==> src/fw_status_consts.svh <==
// Constants for the flash write-status poller: status bit positions,
// the reset command byte and the strobe timing of the flash bus.
// Assumes a byte-wide flash data bus and a 125 MHz controller clock.
`ifndef FW_STATUS_CONSTS_SVH
`define FW_STATUS_CONSTS_SVH

// Status bit positions on the data bus
`define FW_BIT_POLL      7
`define FW_BIT_TOGGLE1   6
`define FW_BIT_TLIMIT    5
`define FW_BIT_ETIMER    3
`define FW_BIT_TOGGLE2   2

// Reset command byte
`define FW_RESET_DATA    8'hf0

// Clock rate and strobe times
`define FW_CLK_MHZ       125
`define FW_RD_NS         90
`define FW_WR_NS         50
`define FW_GAP_NS        30

// Least times round up to whole cycles
`define FW_RD_CYC   (((`FW_RD_NS * `FW_CLK_MHZ) + 999) / 1000)
`define FW_WR_CYC   (((`FW_WR_NS * `FW_CLK_MHZ) + 999) / 1000)
`define FW_GAP_CYC  (((`FW_GAP_NS * `FW_CLK_MHZ) + 999) / 1000)

`endif

==> src/fw_status_pkg.sv <==
// Types for the flash write-status poller.
// Widths follow an 18-bit byte address and an 8-bit data bus.
package fw_status_pkg;

  typedef logic [17:0] addr_t;
  typedef logic [7:0]  byte_t;
  typedef logic [4:0]  cnt_t;

  typedef enum logic [1:0] {
    cmd_poll   = 2'h0,
    cmd_status = 2'h1,
    cmd_reset  = 2'h2
  } cmd_t;

  typedef enum logic [3:0] {
    st_idle  = 4'h1,
    st_read  = 4'h2,
    st_write = 4'h4,
    st_gap   = 4'h8
  } state_t;

  typedef enum logic [2:0] {
    ph_first   = 3'h1,
    ph_second  = 3'h2,
    ph_recheck = 3'h4
  } phase_t;

  // Flash-side pins driven by the controller
  typedef struct packed {
    logic  ce_n;
    logic  oe_n;
    logic  we_n;
    logic  dq_oe;
    addr_t addr;
    byte_t dq_out;
  } pins_t;

  // Answer to one user request
  typedef struct packed {
    logic  ok;
    logic  fail;
    byte_t data;
  } result_t;

  // Whole controller state
  typedef struct packed {
    state_t  state;
    phase_t  phase;
    cmd_t    cmd;
    cnt_t    cnt;
    logic    fin;
    logic    wr_pend;
    byte_t   first;
    pins_t   pins;
    logic    ready;
    logic    done;
    logic    busy;
    result_t res;
  } ctl_t;

endpackage : fw_status_pkg

==> src/flash_status_poller.sv <==
// Host-side controller that reads write-operation status from a parallel
// flash and runs the toggle-bit completion check on it.
// Assumes flash inputs are synchronous to clk; the data bus is two-way.
//
// How it works
// - Poll reads twice back to back; unchanged toggle bit means done.
// - Toggling with time limit high: recheck, still toggling means fail, reset.
// - Every new poll request restarts from the first double read.
// - After a time-limit failure the controller writes the reset command.
// - Erase timer may be skipped if added erases are under 50 us apart.
// - Software checks erase timer before and after each added sector erase; this controller never reads the erase-timer bit.
// - Status reads use the busy bank address; others return array data.
`timescale 1ns/1ps

`include "fw_status_consts.svh"

module flash_status_poller (
  input  wire logic                 clk,
  input  wire logic                 rst,
  input  wire logic                 en,
  input  wire logic                 req_valid,
  input  wire fw_status_pkg::cmd_t  req_cmd,
  input  wire fw_status_pkg::addr_t req_addr,
  output logic                      req_ready,
  output logic                      done,
  output fw_status_pkg::result_t    result,
  output logic                      bank_busy,
  output logic                      flash_ce_n,
  output logic                      flash_oe_n,
  output logic                      flash_we_n,
  output fw_status_pkg::addr_t      flash_addr,
  output fw_status_pkg::byte_t      flash_dq_out,
  output logic                      flash_dq_oe,
  input  wire fw_status_pkg::byte_t flash_dq_in,
  input  wire logic                 flash_ready_busy_n
);
  import fw_status_pkg::*;

  localparam cnt_t RD_CYC  = cnt_t'(`FW_RD_CYC);
  localparam cnt_t WR_CYC  = cnt_t'(`FW_WR_CYC);
  localparam cnt_t GAP_CYC = cnt_t'(`FW_GAP_CYC);

  // Strobes released, bus floated; address kept stable
  function automatic pins_t pins_quiet(input pins_t p);
    pins_t q;
    q        = p;
    q.ce_n   = 1'b1;
    q.oe_n   = 1'b1;
    q.we_n   = 1'b1;
    q.dq_oe  = 1'b0;
    q.dq_out = 8'h00;
    return q;
  endfunction : pins_quiet

  // Open a read cycle on both chip select and output enable
  function automatic ctl_t start_read(input ctl_t c);
    ctl_t q;
    q           = c;
    q.state     = st_read;
    q.cnt       = RD_CYC;
    q.pins.ce_n = 1'b0;
    q.pins.oe_n = 1'b0;
    return q;
  endfunction : start_read

  // Open a write cycle carrying the reset command byte
  function automatic ctl_t start_reset(input ctl_t c);
    ctl_t q;
    q             = c;
    q.state       = st_write;
    q.cnt         = WR_CYC;
    q.wr_pend     = 1'b0;
    q.pins.ce_n   = 1'b0;
    q.pins.we_n   = 1'b0;
    q.pins.dq_oe  = 1'b1;
    q.pins.dq_out = `FW_RESET_DATA;
    return q;
  endfunction : start_reset

  localparam ctl_t CTL_RST = '{
    state:   st_idle,
    phase:   ph_first,
    cmd:     cmd_poll,
    cnt:     '0,
    fin:     1'b0,
    wr_pend: 1'b0,
    first:   8'h00,
    pins:    '{ce_n: 1'b1, oe_n: 1'b1, we_n: 1'b1, dq_oe: 1'b0,
               addr: 18'h00000, dq_out: 8'h00},
    ready:   1'b0,
    done:    1'b0,
    busy:    1'b0,
    res:     '0
  };

  ctl_t r;
  ctl_t next_r;
  logic tog_same;

  // Toggle bit compared between this read and the stored one
  assign tog_same = (flash_dq_in[`FW_BIT_TOGGLE1] == r.first[`FW_BIT_TOGGLE1]);

  // Next-state logic
  always_comb begin
    next_r      = r;
    next_r.done = 1'b0;
    next_r.busy = ~flash_ready_busy_n;
    case (r.state)
      st_idle: begin
        next_r.ready = 1'b1;
        if (req_valid && r.ready) begin
          next_r.ready     = 1'b0;
          next_r.cmd       = req_cmd;
          next_r.phase     = ph_first;
          next_r.fin       = 1'b0;
          next_r.res       = '0;
          next_r.pins.addr = req_addr;
          if (req_cmd == cmd_reset) begin
            next_r = start_reset(next_r);
          end else begin
            next_r = start_read(next_r);
          end
        end
      end
      st_read: begin
        if (r.cnt != '0) begin
          next_r.cnt = r.cnt - 5'h01;
        end else begin
          // Data is sampled at the end of the access window
          next_r.pins  = pins_quiet(r.pins);
          next_r.state = st_gap;
          next_r.cnt   = GAP_CYC;
          next_r.first = flash_dq_in;
          if (r.cmd != cmd_poll) begin
            next_r.res.ok   = 1'b1;
            next_r.res.data = flash_dq_in;
            next_r.fin      = 1'b1;
          end else begin
            case (r.phase)
              ph_first: begin
                next_r.phase = ph_second;
              end
              ph_second: begin
                if (tog_same) begin
                  next_r.res.ok   = 1'b1;
                  next_r.res.data = flash_dq_in;
                  next_r.fin      = 1'b1;
                end else if (flash_dq_in[`FW_BIT_TLIMIT]) begin
                  next_r.phase = ph_recheck;
                end
              end
              ph_recheck: begin
                next_r.res.data = flash_dq_in;
                if (tog_same) begin
                  next_r.res.ok = 1'b1;
                  next_r.fin    = 1'b1;
                end else begin
                  next_r.res.fail = 1'b1;
                  next_r.wr_pend  = 1'b1;
                end
              end
              default: begin
                next_r.phase = ph_first;
              end
            endcase
          end
        end
      end
      st_write: begin
        if (r.cnt != '0) begin
          next_r.cnt = r.cnt - 5'h01;
        end else begin
          // Data latches as the write strobe rises
          next_r.pins  = pins_quiet(r.pins);
          next_r.state = st_gap;
          next_r.cnt   = GAP_CYC;
          next_r.fin   = 1'b1;
          if (r.cmd == cmd_reset) begin
            next_r.res.ok = 1'b1;
          end
        end
      end
      st_gap: begin
        // Strobes stay high long enough for the flash to see a new read
        if (r.cnt != '0) begin
          next_r.cnt = r.cnt - 5'h01;
        end else if (r.fin) begin
          next_r.state = st_idle;
          next_r.done  = 1'b1;
          next_r.ready = 1'b1;
        end else if (r.wr_pend) begin
          next_r = start_reset(r);
        end else begin
          next_r = start_read(r);
        end
      end
      default: begin
        next_r = CTL_RST;
      end
    endcase
  end

  // State register; clock enable freezes everything
  always_ff @(posedge clk) begin
    if (rst) begin
      r <= CTL_RST;
    end else if (en) begin
      r <= next_r;
    end
  end

  // Outputs straight from the state register
  assign req_ready    = r.ready;
  assign done         = r.done;
  assign result       = r.res;
  assign bank_busy    = r.busy;
  assign flash_ce_n   = r.pins.ce_n;
  assign flash_oe_n   = r.pins.oe_n;
  assign flash_we_n   = r.pins.we_n;
  assign flash_addr   = r.pins.addr;
  assign flash_dq_out = r.pins.dq_out;
  assign flash_dq_oe  = r.pins.dq_oe;

endmodule : flash_status_poller

==> config.mk <==
export PLATFORM = sky130hd
export DESIGN_NAME = flash_status_poller
export DESIGN_NICKNAME = d
export VERILOG_FILES = /design/src/fw_status_pkg.sv /design/src/flash_status_poller.sv
export VERILOG_INCLUDE_DIRS = /design/src /design/src/src
export SDC_FILE = /design/constraint.sdc
export NUM_CORES = 1
export LEC_CHECK = 0
export BUFFER_PORTS_ARGS = -buffer_cell sky130_fd_sc_hd__buf_2
export CORE_MARGIN = 3
export CORE_UTILIZATION = 55
export CTS_BUF_LIST = sky130_fd_sc_hd__clkbuf_16
export CTS_CLUSTER_DIAMETER = 100
export DETAILED_ROUTE_END_ITERATION = 7
export PLACE_DENSITY = 0.87
export SYNTH_ARGS = -nofsm -noshare
export SYNTH_HDL_FRONTEND = slang
export SYNTH_SLANG_ARGS = --single-unit
==> constraint.sdc <==
create_clock -name clk -period 3.2 [get_ports clk]
set_clock_uncertainty 0.1 [all_clocks]
set_input_delay 0.64 -clock clk [delete_from_list [all_inputs] [get_ports clk]]
set_output_delay 0.64 -clock clk [all_outputs]
set_load 0.005 [all_outputs]
==> results.tsv, run 1 <==
metric	value	unit
status	completed	
leading area contributor after synthesis	dfxtp_1	
synthesized flop and latch total	52	
EDFF count, synth	0	
startpoint types	flop	
Seq/Total Area, Yosys	35.5	%
antenna-violating nets left	0	
Design Area, Final	3130	µm²
# setup viols final	0	
Synth top cells by count	nand2_1 (55), dfxtp_1 (52), buf_4 (37), a21oi_1 (31), nand3_1 (22)	
Final period util	79.5	%
RR Startpoint	r[63]	
min Tclk post-route	2550	ps
max-slew violation total from the final report	0	
max_slew headroom	40.9	%
Detailed Routing Iterations Pass 1	4	
cell with the most instances after synthesis	nand2_1	
FMAX	0.393	GHz
CP Capture Type	flop	
share of the synthesized area in the top cell type	35.5	%
syn_area_per_cell	8.20	µm²
clock tree root driver cell	clkbuf_16	
Worst Setup SP	r[63]	
slowest CP cell	dfxtp_1	
GRT Total Usage	20.6	%
Synth Cell Area	2930	µm²
share of layout cells above drive strength 1	25.5	%
VDD IR-drop max	330	µV
min-delay worst type	flop to flop	
first-pass GRT wire length	10600	µm
CP Class	flop to flop	
htree depth	2	
TritonCTS clock tree	built	
YS warnings	0	
Setup WS pre-CTS	716	ps
delay of the slowest critical-path stage	680	ps
DP HPWL	4630	µm
Routability Congestion	0.868	
cts repair resizes	0	
number of max-cap violations	0	
Worst R2R Setup Slack	650	ps
FP Rows	25	
largest net degree at the start of global routing	38	
PwrDens	746	nW/µm²
worst endpoint required time	3310	ps
leak pwr	1.31	nW
FFs w/ async S/R, synth	0	%
clock buffer depth	2	
clk slew on worst S/H paths	60	ps
clock latency at the later pin of the worst-skew pair	290	ps
hold_buf cts	0	
Fillers	441	
initial antenna violation count	0	
DIE WIDTH	79.0	µm
CTS buffer count	5	
area of the multi-input gates	1450	µm²
CP arrival	2660	ps
cell mode on critical path	nand2_1	
Starting DRT DRC Count	149	
critical hold path startpoint	flash_addr[0]	
count of input and output buffers	71	
Worst-Margin Slew	876	ps
Die Footprint	6240	µm²
Final Hold Vio Count	0	
Overflow after GRT	0	
I/O pin count	76	
Sink Count	52	
RSZ-0062 raised after global routing	false	
Layout Nets	417	
Unique masters post-synth	68	
Setup TNS Final	0	ps
setup ws final	655	ps
via density per instance	5.70	
CORE AREA	4940	µm²
via count	2570	
Syn Inst Count	357	
Die Y	79.0	µm
area grow syn2layout	6.83	%
sequential standard cell area	1040	µm²
Post-CTS Repair Setup Buffers	0	
Placed Area	2990	µm²
Post-synth top flop	dfxtp_1	
Starting Density	59.3	%
Ant. Diodes	0	
Residual DRC	0	
wire per inst	14.3	µm
Total Power	2.34	mW
vias in the first global route	2297	
Cell Chain, Critical Path	or4b_4 -> o21a_1 -> nand2_1 -> nand2_1 -> a21oi_1	
Total Routed Length	6450	µm
Max Fanout on Critical Path	20	
Synth area leaders	dfxtp_1 (36%), buf_4 (9.5%), nand2_1 (7.0%)	
area by class of cell:
type | instances | area share [%]
clock buffers | 5 | 4.00
clock inverters | 3 | 0.480
inverters | 9 | 1.08
multi-input cells | 240 | 46.2
flip-flops and latches | 52 | 33.3
well taps | 67 | 2.68
repair buffers | 75 | 12.3
layer usage:
| metal | track usage (%) | part of all wire [%] | vias to the layer above | wire (µm) |
|---|---|---|---|---|
| li1 | - | - | 1252 | - |
| met1 | 25.7 | 42 | 1212 | 2680 |
| met2 | 35.2 | 50 | 94 | 3210 |
| met3 | 4.99 | 6.8 | 12 | 438 |
| met4 | 6.36 | 1.9 | 0 | 122 |
| met5 | 0 | 0 | - | 0 |
report_power, final:
| part | internal (mW) | leakage, nW | total [mW] | switching (mW) |
|---|---|---|---|---|
| registers | 0.738 | 0.421 | 0.874 | 0.136 |
| clock network | 0.284 | 0.0687 | 0.513 | 0.228 |
| logic | 0.388 | 0.817 | 0.948 | 0.561 |
worst paths after layout:
| check | depth (start not counted) | end |
|---|---|---|
| worst min-delay path | 2 | flash_addr[0] |
| worst max register to register | 5 | r[59] |
| worst max-delay path | 5 | r[59] |
| worst min register to register | 2 | flash_addr[0] |
critical path: cells and delay by family, from the launching register on:
kind	cells	cell delay (ps)
AND/OR/NAND/NOR	3	1230
AO/OA/AOI/OAI	2	470
flip-flops	1	680
logic make-up (layout without fill, tap and decap cells):
family,after synthesis,after routing,synth area share (%)
buffers and inverters,68,92,15.5
flip-flops,52,52,35.5
AO/OA/AOI/OAI,79,79,17.6
multiplexers,13,13,4.44
other,1,4,0.128
adder cells (fa/ha/maj),1,1,0.427
AND/OR/NAND/NOR,139,139,25.1
XOR/XNOR,4,4,1.20
layout by cell type, fill, tap and decap left out, types with 5 or more instances in the layout:
cell type / synthesis / layout
nor2_1: 13 / 13
nor3_1: 8 / 8
o21ai_0: 14 / 14
a211oi_1: 6 / 6
mux2i_1: 13 / 13
a21oi_1: 31 / 31
nand3_1: 22 / 22
clkbuf_16: 0 / 5
nand2_1: 55 / 55
buf_2: 5 / 71
dfxtp_1: 52 / 52
inv_1: 8 / 9
nor2b_1: 6 / 6
sequential cells by signal (all words and copies together), names as in the netlist:
register / flops
flash_addr: 18
flash_ce_n: 1
bank_busy: 1
req_ready: 1
flash_dq_out: 1
flash_we_n: 1
result: 10
done: 1
flash_oe_n: 1
r: 17
stage by stage:
stage               hold slack (ps)  util, %  std cells
finish                          351     63.3        451
CTS                             353     63.3        451
global route                    376     63.3        451
detailed placement              344     60.5        443
global placement                330     60.5        443
floorplan                       332        -        360
Power figures use the tool's default switching activity.
==> run 2: changes to the inputs <==
ABC_AREA = 1   (was default)
CORE_UTILIZATION = 53   (was 55)
PLACE_DENSITY = 0.84   (was 0.87)
clock period = 2.6 ns   (was 3.2 ns; I/O delays follow)
==> run 2 against run 1 <==
  * Synthesized cell count up 21%
  * Clock-buffer cell count unchanged
  * Clock power up 43%
  * Critical path depth up 5
  * Sequential power up 4.1%
  * Via count up 5.8%
  * First-iteration DRC count down 14%
  * Wire length down 1.9%
  * Non-clock buffer count down 2
  * Setup slack worse by 210 ps
  * Total power down 8.3%
  * Sequential share of layout area down 0.55 points
  * Critical endpoint is now result[7]
  * Largest power group is now registers
  * Highest routed layer unchanged
==> results.tsv, run 2 <==
metric	value	unit
Hold Slack	347	ps
clock tree root driver cell	clkbuf_16	
FFs w/ async S/R, synth	0	%
worst path buffer plus inverter count	3	
Max Used Layer	met4	
clock buffer depth	2	
delay of the slowest critical-path stage	380	ps
Layout Nets	498	
CP top delay family	simple AND/OR/NAND/NOR gates	
syn_area_per_cell	6.72	µm²
CORE AREA	5200	µm²
slowest CP cell	nand3_1	
PwrDens	673	nW/µm²
EDFF count, synth	0	
Starting Density	55.7	%
I/O pin count	76	
YS warnings	0	
share of layout cells above drive strength 1	22.8	%
Max Fanout on Critical Path	13	
Detailed Routing Iterations Pass 1	4	
cell with the most instances after synthesis	nand2_1	
most common cell after layout, fill and taps aside	nand2_1	
CP arrival	2280	ps
Final Hold Vio Count	0	
Worst-Margin Slew	535	ps
Fillers	504	
number of max-cap violations	0	
clock latency at the later pin of the worst-skew pair	290	ps
Post-CTS Repair Setup Buffers	0	
leak pwr	1.58	nW
clk slew on worst S/H paths	70	ps
RSZ-0062 raised after global routing	false	
Syn Inst Count	431	
share of the synthesized area in the top cell type	35.9	%
Synth area leaders	dfxtp_1 (36%), nand2_1 (13%), buf_4 (10%)	
Ant. Diodes	0	
min Tclk post-route	2160	ps
Total Routed Length	6330	µm
TritonCTS clock tree	built	
FP Rows	26	
via density per instance	5.08	
min-delay worst type	flop to flop	
worst endpoint required time	2720	ps
vias in the first global route	2366	
Residual DRC	0	
Synth Cell Area	2900	µm²
setup ws final	442	ps
Setup TNS Final	0	ps
VDD IR-drop max	303	µV
count of input and output buffers	71	
Worst R2R Setup Slack	440	ps
WL met2	3090	µm
Final period util	83.0	%
Die Y	79.9	µm
leading area contributor after synthesis	dfxtp_1	
Final Util	61.1	%
CTS buffer count	5	
Overflow after GRT	0	
Die Footprint	6390	µm²
Routability Congestion	0.920	
Synth top cells by count	nand2_1 (102), nor2_1 (55), dfxtp_1 (52), nand3_1 (43), a21oi_1 (40)	
Seq/Total Area, Yosys	35.9	%
antenna-violating nets left	0	
largest net degree at the start of global routing	34	
wire per inst	11.8	µm
CP Class	flop to flop	
Sink Count	52	
met1 wire length	2790	µm
synthesized flop and latch total	52	
status	completed	
met3 routed WL	370	µm
via count	2719	
Total Power	2.14	mW
Setup WS pre-CTS	486	ps
startpoint types	flop	
Starting DRT DRC Count	128	
FMAX	0.463	GHz
Unique masters post-synth	30	
htree depth	2	
area grow syn2layout	9.80	%
Post-synth top flop	dfxtp_1	
first-pass GRT wire length	10400	µm
cts repair resizes	0	
max_slew headroom	64.3	%
CP Capture Type	flop	
max reg flops	18	
hold_buf cts	0	
DIE WIDTH	79.9	µm
GRT Total Usage	20.1	%
# setup viols final	0	
Cell Chain, Critical Path	inv_1 -> ha_1 -> nand3_1 -> nand2_4 -> clkinv_2 -> nor2_4 -> inv_2 -> nor2_4 -> nor2_1 -> nor2_1	
initial antenna violation count	0	
commonest non-fill, non-tap cells in the layout	nand2_1 (102), buf_2 (71), nor2_1 (55)	
max-slew violation total from the final report	0	
DP HPWL	4760	µm
run 2: where the power goes:
group          internal, mW  switching, mW  total [mW]
sequential            0.869         0.0415       0.910
combinational         0.181          0.320       0.500
clock                 0.449          0.283       0.732
run 2: cell type report:
class	count	area, µm²	area share [%]
multi-input combinational	295	1380	43.3
timing repair buffer	73	370	11.6
sequential	52	1040	32.7
clock inverter	3	38.8	1.22
inverter	37	140	4.40
tap	70	87.6	2.75
clock buffer	5	125	3.93
run 2: worst reg2reg max path: cells and delay by family, from the launching register on:
family / cells / cell delay (ps)
flip-flops: 1 / 310
AND/OR/NAND/NOR: 6 / 1210
adder cells (fa/ha/maj): 1 / 210
buffers and inverters: 3 / 260
run 2: path summary, 6_finish.rpt:
kind / depth (start not counted) / end / start
setup / recovery: 10 / result[7] / r[53]
hold / removal: 2 / result[9] / result[9]
setup reg to reg: 10 / result[7] / r[53]
hold reg to reg: 2 / result[9] / result[9]
run 2: kinds of logic after synthesis:
logic type / share of synthesized area (%)
compound gates: 9.41
xor+xnor: 0.302
fa+ha+maj: 0.432
buf+inv: 16.9
flops: 35.9
other cells: 0.129
simple gates: 36.9
run 2: stage by stage:
step,instance area [µm²],cells
5_1_grt,3180,535
4_1_cts,3180,535
3_3_place_gp,3020,527
2_1_floorplan,2910,434
3_5_place_dp,3020,527
6_report,3180,535
run 2: metal layers:
| metal | up-vias | GRT usage [%] |
|---|---|---|
| met1 | 1234 | 25.4 |
| met3 | 10 | 4.06 |
| li1 | 1409 | - |
| met5 | - | 0 |
| met4 | 0 | 5.07 |
| met2 | 66 | 34.6 |
==> run 3: changes to the inputs <==
clock period = 2 ns   (was 2.6 ns; I/O delays follow)
==> run 3 against run 2 <==
  * First-iteration DRC count is 71% higher
  * Total power is 27% higher
  * Register-to-register slack worse by 260 ps
  * Final area hardly changed
==> results.tsv, run 3 (synthesized netlist as in run 2, its figures left out) <==
metric	value	unit
Sw Ratio	32.3	%
antenna-violating nets left	0	
hold_buf cts	0	
clock buffer depth	2	
Worst-Margin Slew	517	ps
Placed Area	3030	µm²
Post-CTS Repair Setup Buffers	0	
DP HPWL	4750	µm
TritonCTS clock tree	built	
Die Footprint	6390	µm²
DIE WIDTH	79.9	µm
CP arrival	1950	ps
GRT met2 Usage	35.4	%
leak pwr	1.57	nW
max-slew violation total from the final report	0	
Layout Nets	500	
CP Class	flop to flop	
PwrDens	853	nW/µm²
Sink Count	52	
Design Area, Final	3180	µm²
htree depth	2	
final cell count without fillers	537	
Detailed Routing Iterations Pass 1	5	
Int Pwr	1.84	mW
Flop pwr share	43.7	%
met1 GRT Util	27.1	%
number of max-cap violations	0	
CORE AREA	5200	µm²
Post-Place Cells	529	
CTS buffer count	5	
Starting Density	55.7	%
Final period util	91.1	%
Ant. Diodes	0	
area grow syn2layout	9.84	%
most common cell after layout, fill and taps aside	nand2_1	
count of input and output buffers	71	
GRT Total Usage	21.4	%
share of layout cells above drive strength 1	23.3	%
initial antenna violation count	0	
Top Usage Layer GRT	met2	
I/O pin count	76	
vias in the first global route	2484	
Final Hold Vio Count	0	
commonest non-fill, non-tap cells in the layout	nand2_1 (102), buf_2 (71), nor2_1 (55)	
part of the power in combinational logic	24.1	%
min-delay worst type	primary input to flop	
min Tclk post-route	1820	ps
Starting DRT DRC Count	219	
Total Routed Length	6500	µm
clk slew on worst S/H paths	70	ps
wire per inst	12.1	µm
Fillers	506	
Routability Congestion	0.906	
cts repair resizes	0	
# setup viols final	0	
clock latency at the later pin of the worst-skew pair	290	ps
Die Y	79.9	µm
Overflow after GRT	0	
CP Capture Type	flop	
via density per instance	5.07	
worst endpoint required time	2130	ps
FMAX	0.549	GHz
first-pass GRT wire length	11000	µm
status	completed	
largest net degree at the start of global routing	34	
Residual DRC	0	
startpoint types	flop	
max_slew headroom	65.5	%
Setup TNS Final	0	ps
RSZ-0062 raised after global routing	false	
Max Fanout on Critical Path	13	
Sw Pwr	0.878	mW
FP Rows	26	
met3 Use GR	4.06	%
VDD IR-drop max	509	µV
max reg flops	18	
clock tree root driver cell	clkbuf_16	
via count	2720	
Clk network pwr share	32.2	%
[run 3: through the flow]
step / worst slack (ps) / power (mW) / utilization (%) / hold WS [ps]
global placement: 264 / 1.85 / 58.3 / 338
global route: 26.0 / 2.87 / 61.2 / 267
detailed placement: 184 / 1.86 / 58.3 / 345
finish: 178 / 2.72 / 61.2 / 261
CTS: 167 / 2.74 / 61.2 / 258
floorplan: 418 / 1.75 / - / 323
[run 3: critical path: stages (launching register included)]
cell	delay, ps
dfxtp_1	310
inv_1	110
ha_1	210
nand3_1	160
nand2_4	110
clkinv_2	60
nor2_4	240
inv_2	80
nor2_4	200
nor2_1	60
nor2_1	110
[run 3: power by group through the flow]
| stage | Clock, mW | Sequential (mW) | Combinational (mW) |
|---|---|---|---|
| after global placement | 0 | 1.20 | 0.640 |
| after CTS | 0.894 | 1.19 | 0.654 |
| final | 0.875 | 1.19 | 0.656 |
| after detailed placement | 0 | 1.21 | 0.652 |
| after global routing | 0.929 | 1.20 | 0.748 |
| after floorplan | 0 | 1.20 | 0.550 |
[run 3: metal layers]
metal | wire length, µm | vias to the layer above
li1 | - | 1411
met1 | 2900 | 1217
met2 | 3120 | 82
met3 | 367 | 10
met4 | 115 | 0
met5 | 0 | -
[run 3: final timing paths]
kind | endpoint | slack (ps) | start | depth (start not counted)
worst max register to register | result[4] | 180 | r[53] | 10
worst max-delay path | result[4] | 180 | r[53] | 10
worst min-delay path | flash_addr[5] | 260 | req_addr[5] | 3
worst min register to register | flash_oe_n | 360 | flash_oe_n | 2
[run 3: layout make-up]
cell class	count	area (µm²)	share of cell area, %
Clock buffer	5	125	3.93
Sequential cell	52	1040	32.7
Multi-Input combinational cell	295	1380	43.3
Timing Repair Buffer	75	385	12.1
Tap cell	70	87.6	2.75
Clock inverter	3	25.0	0.786
Inverter	37	140	4.40
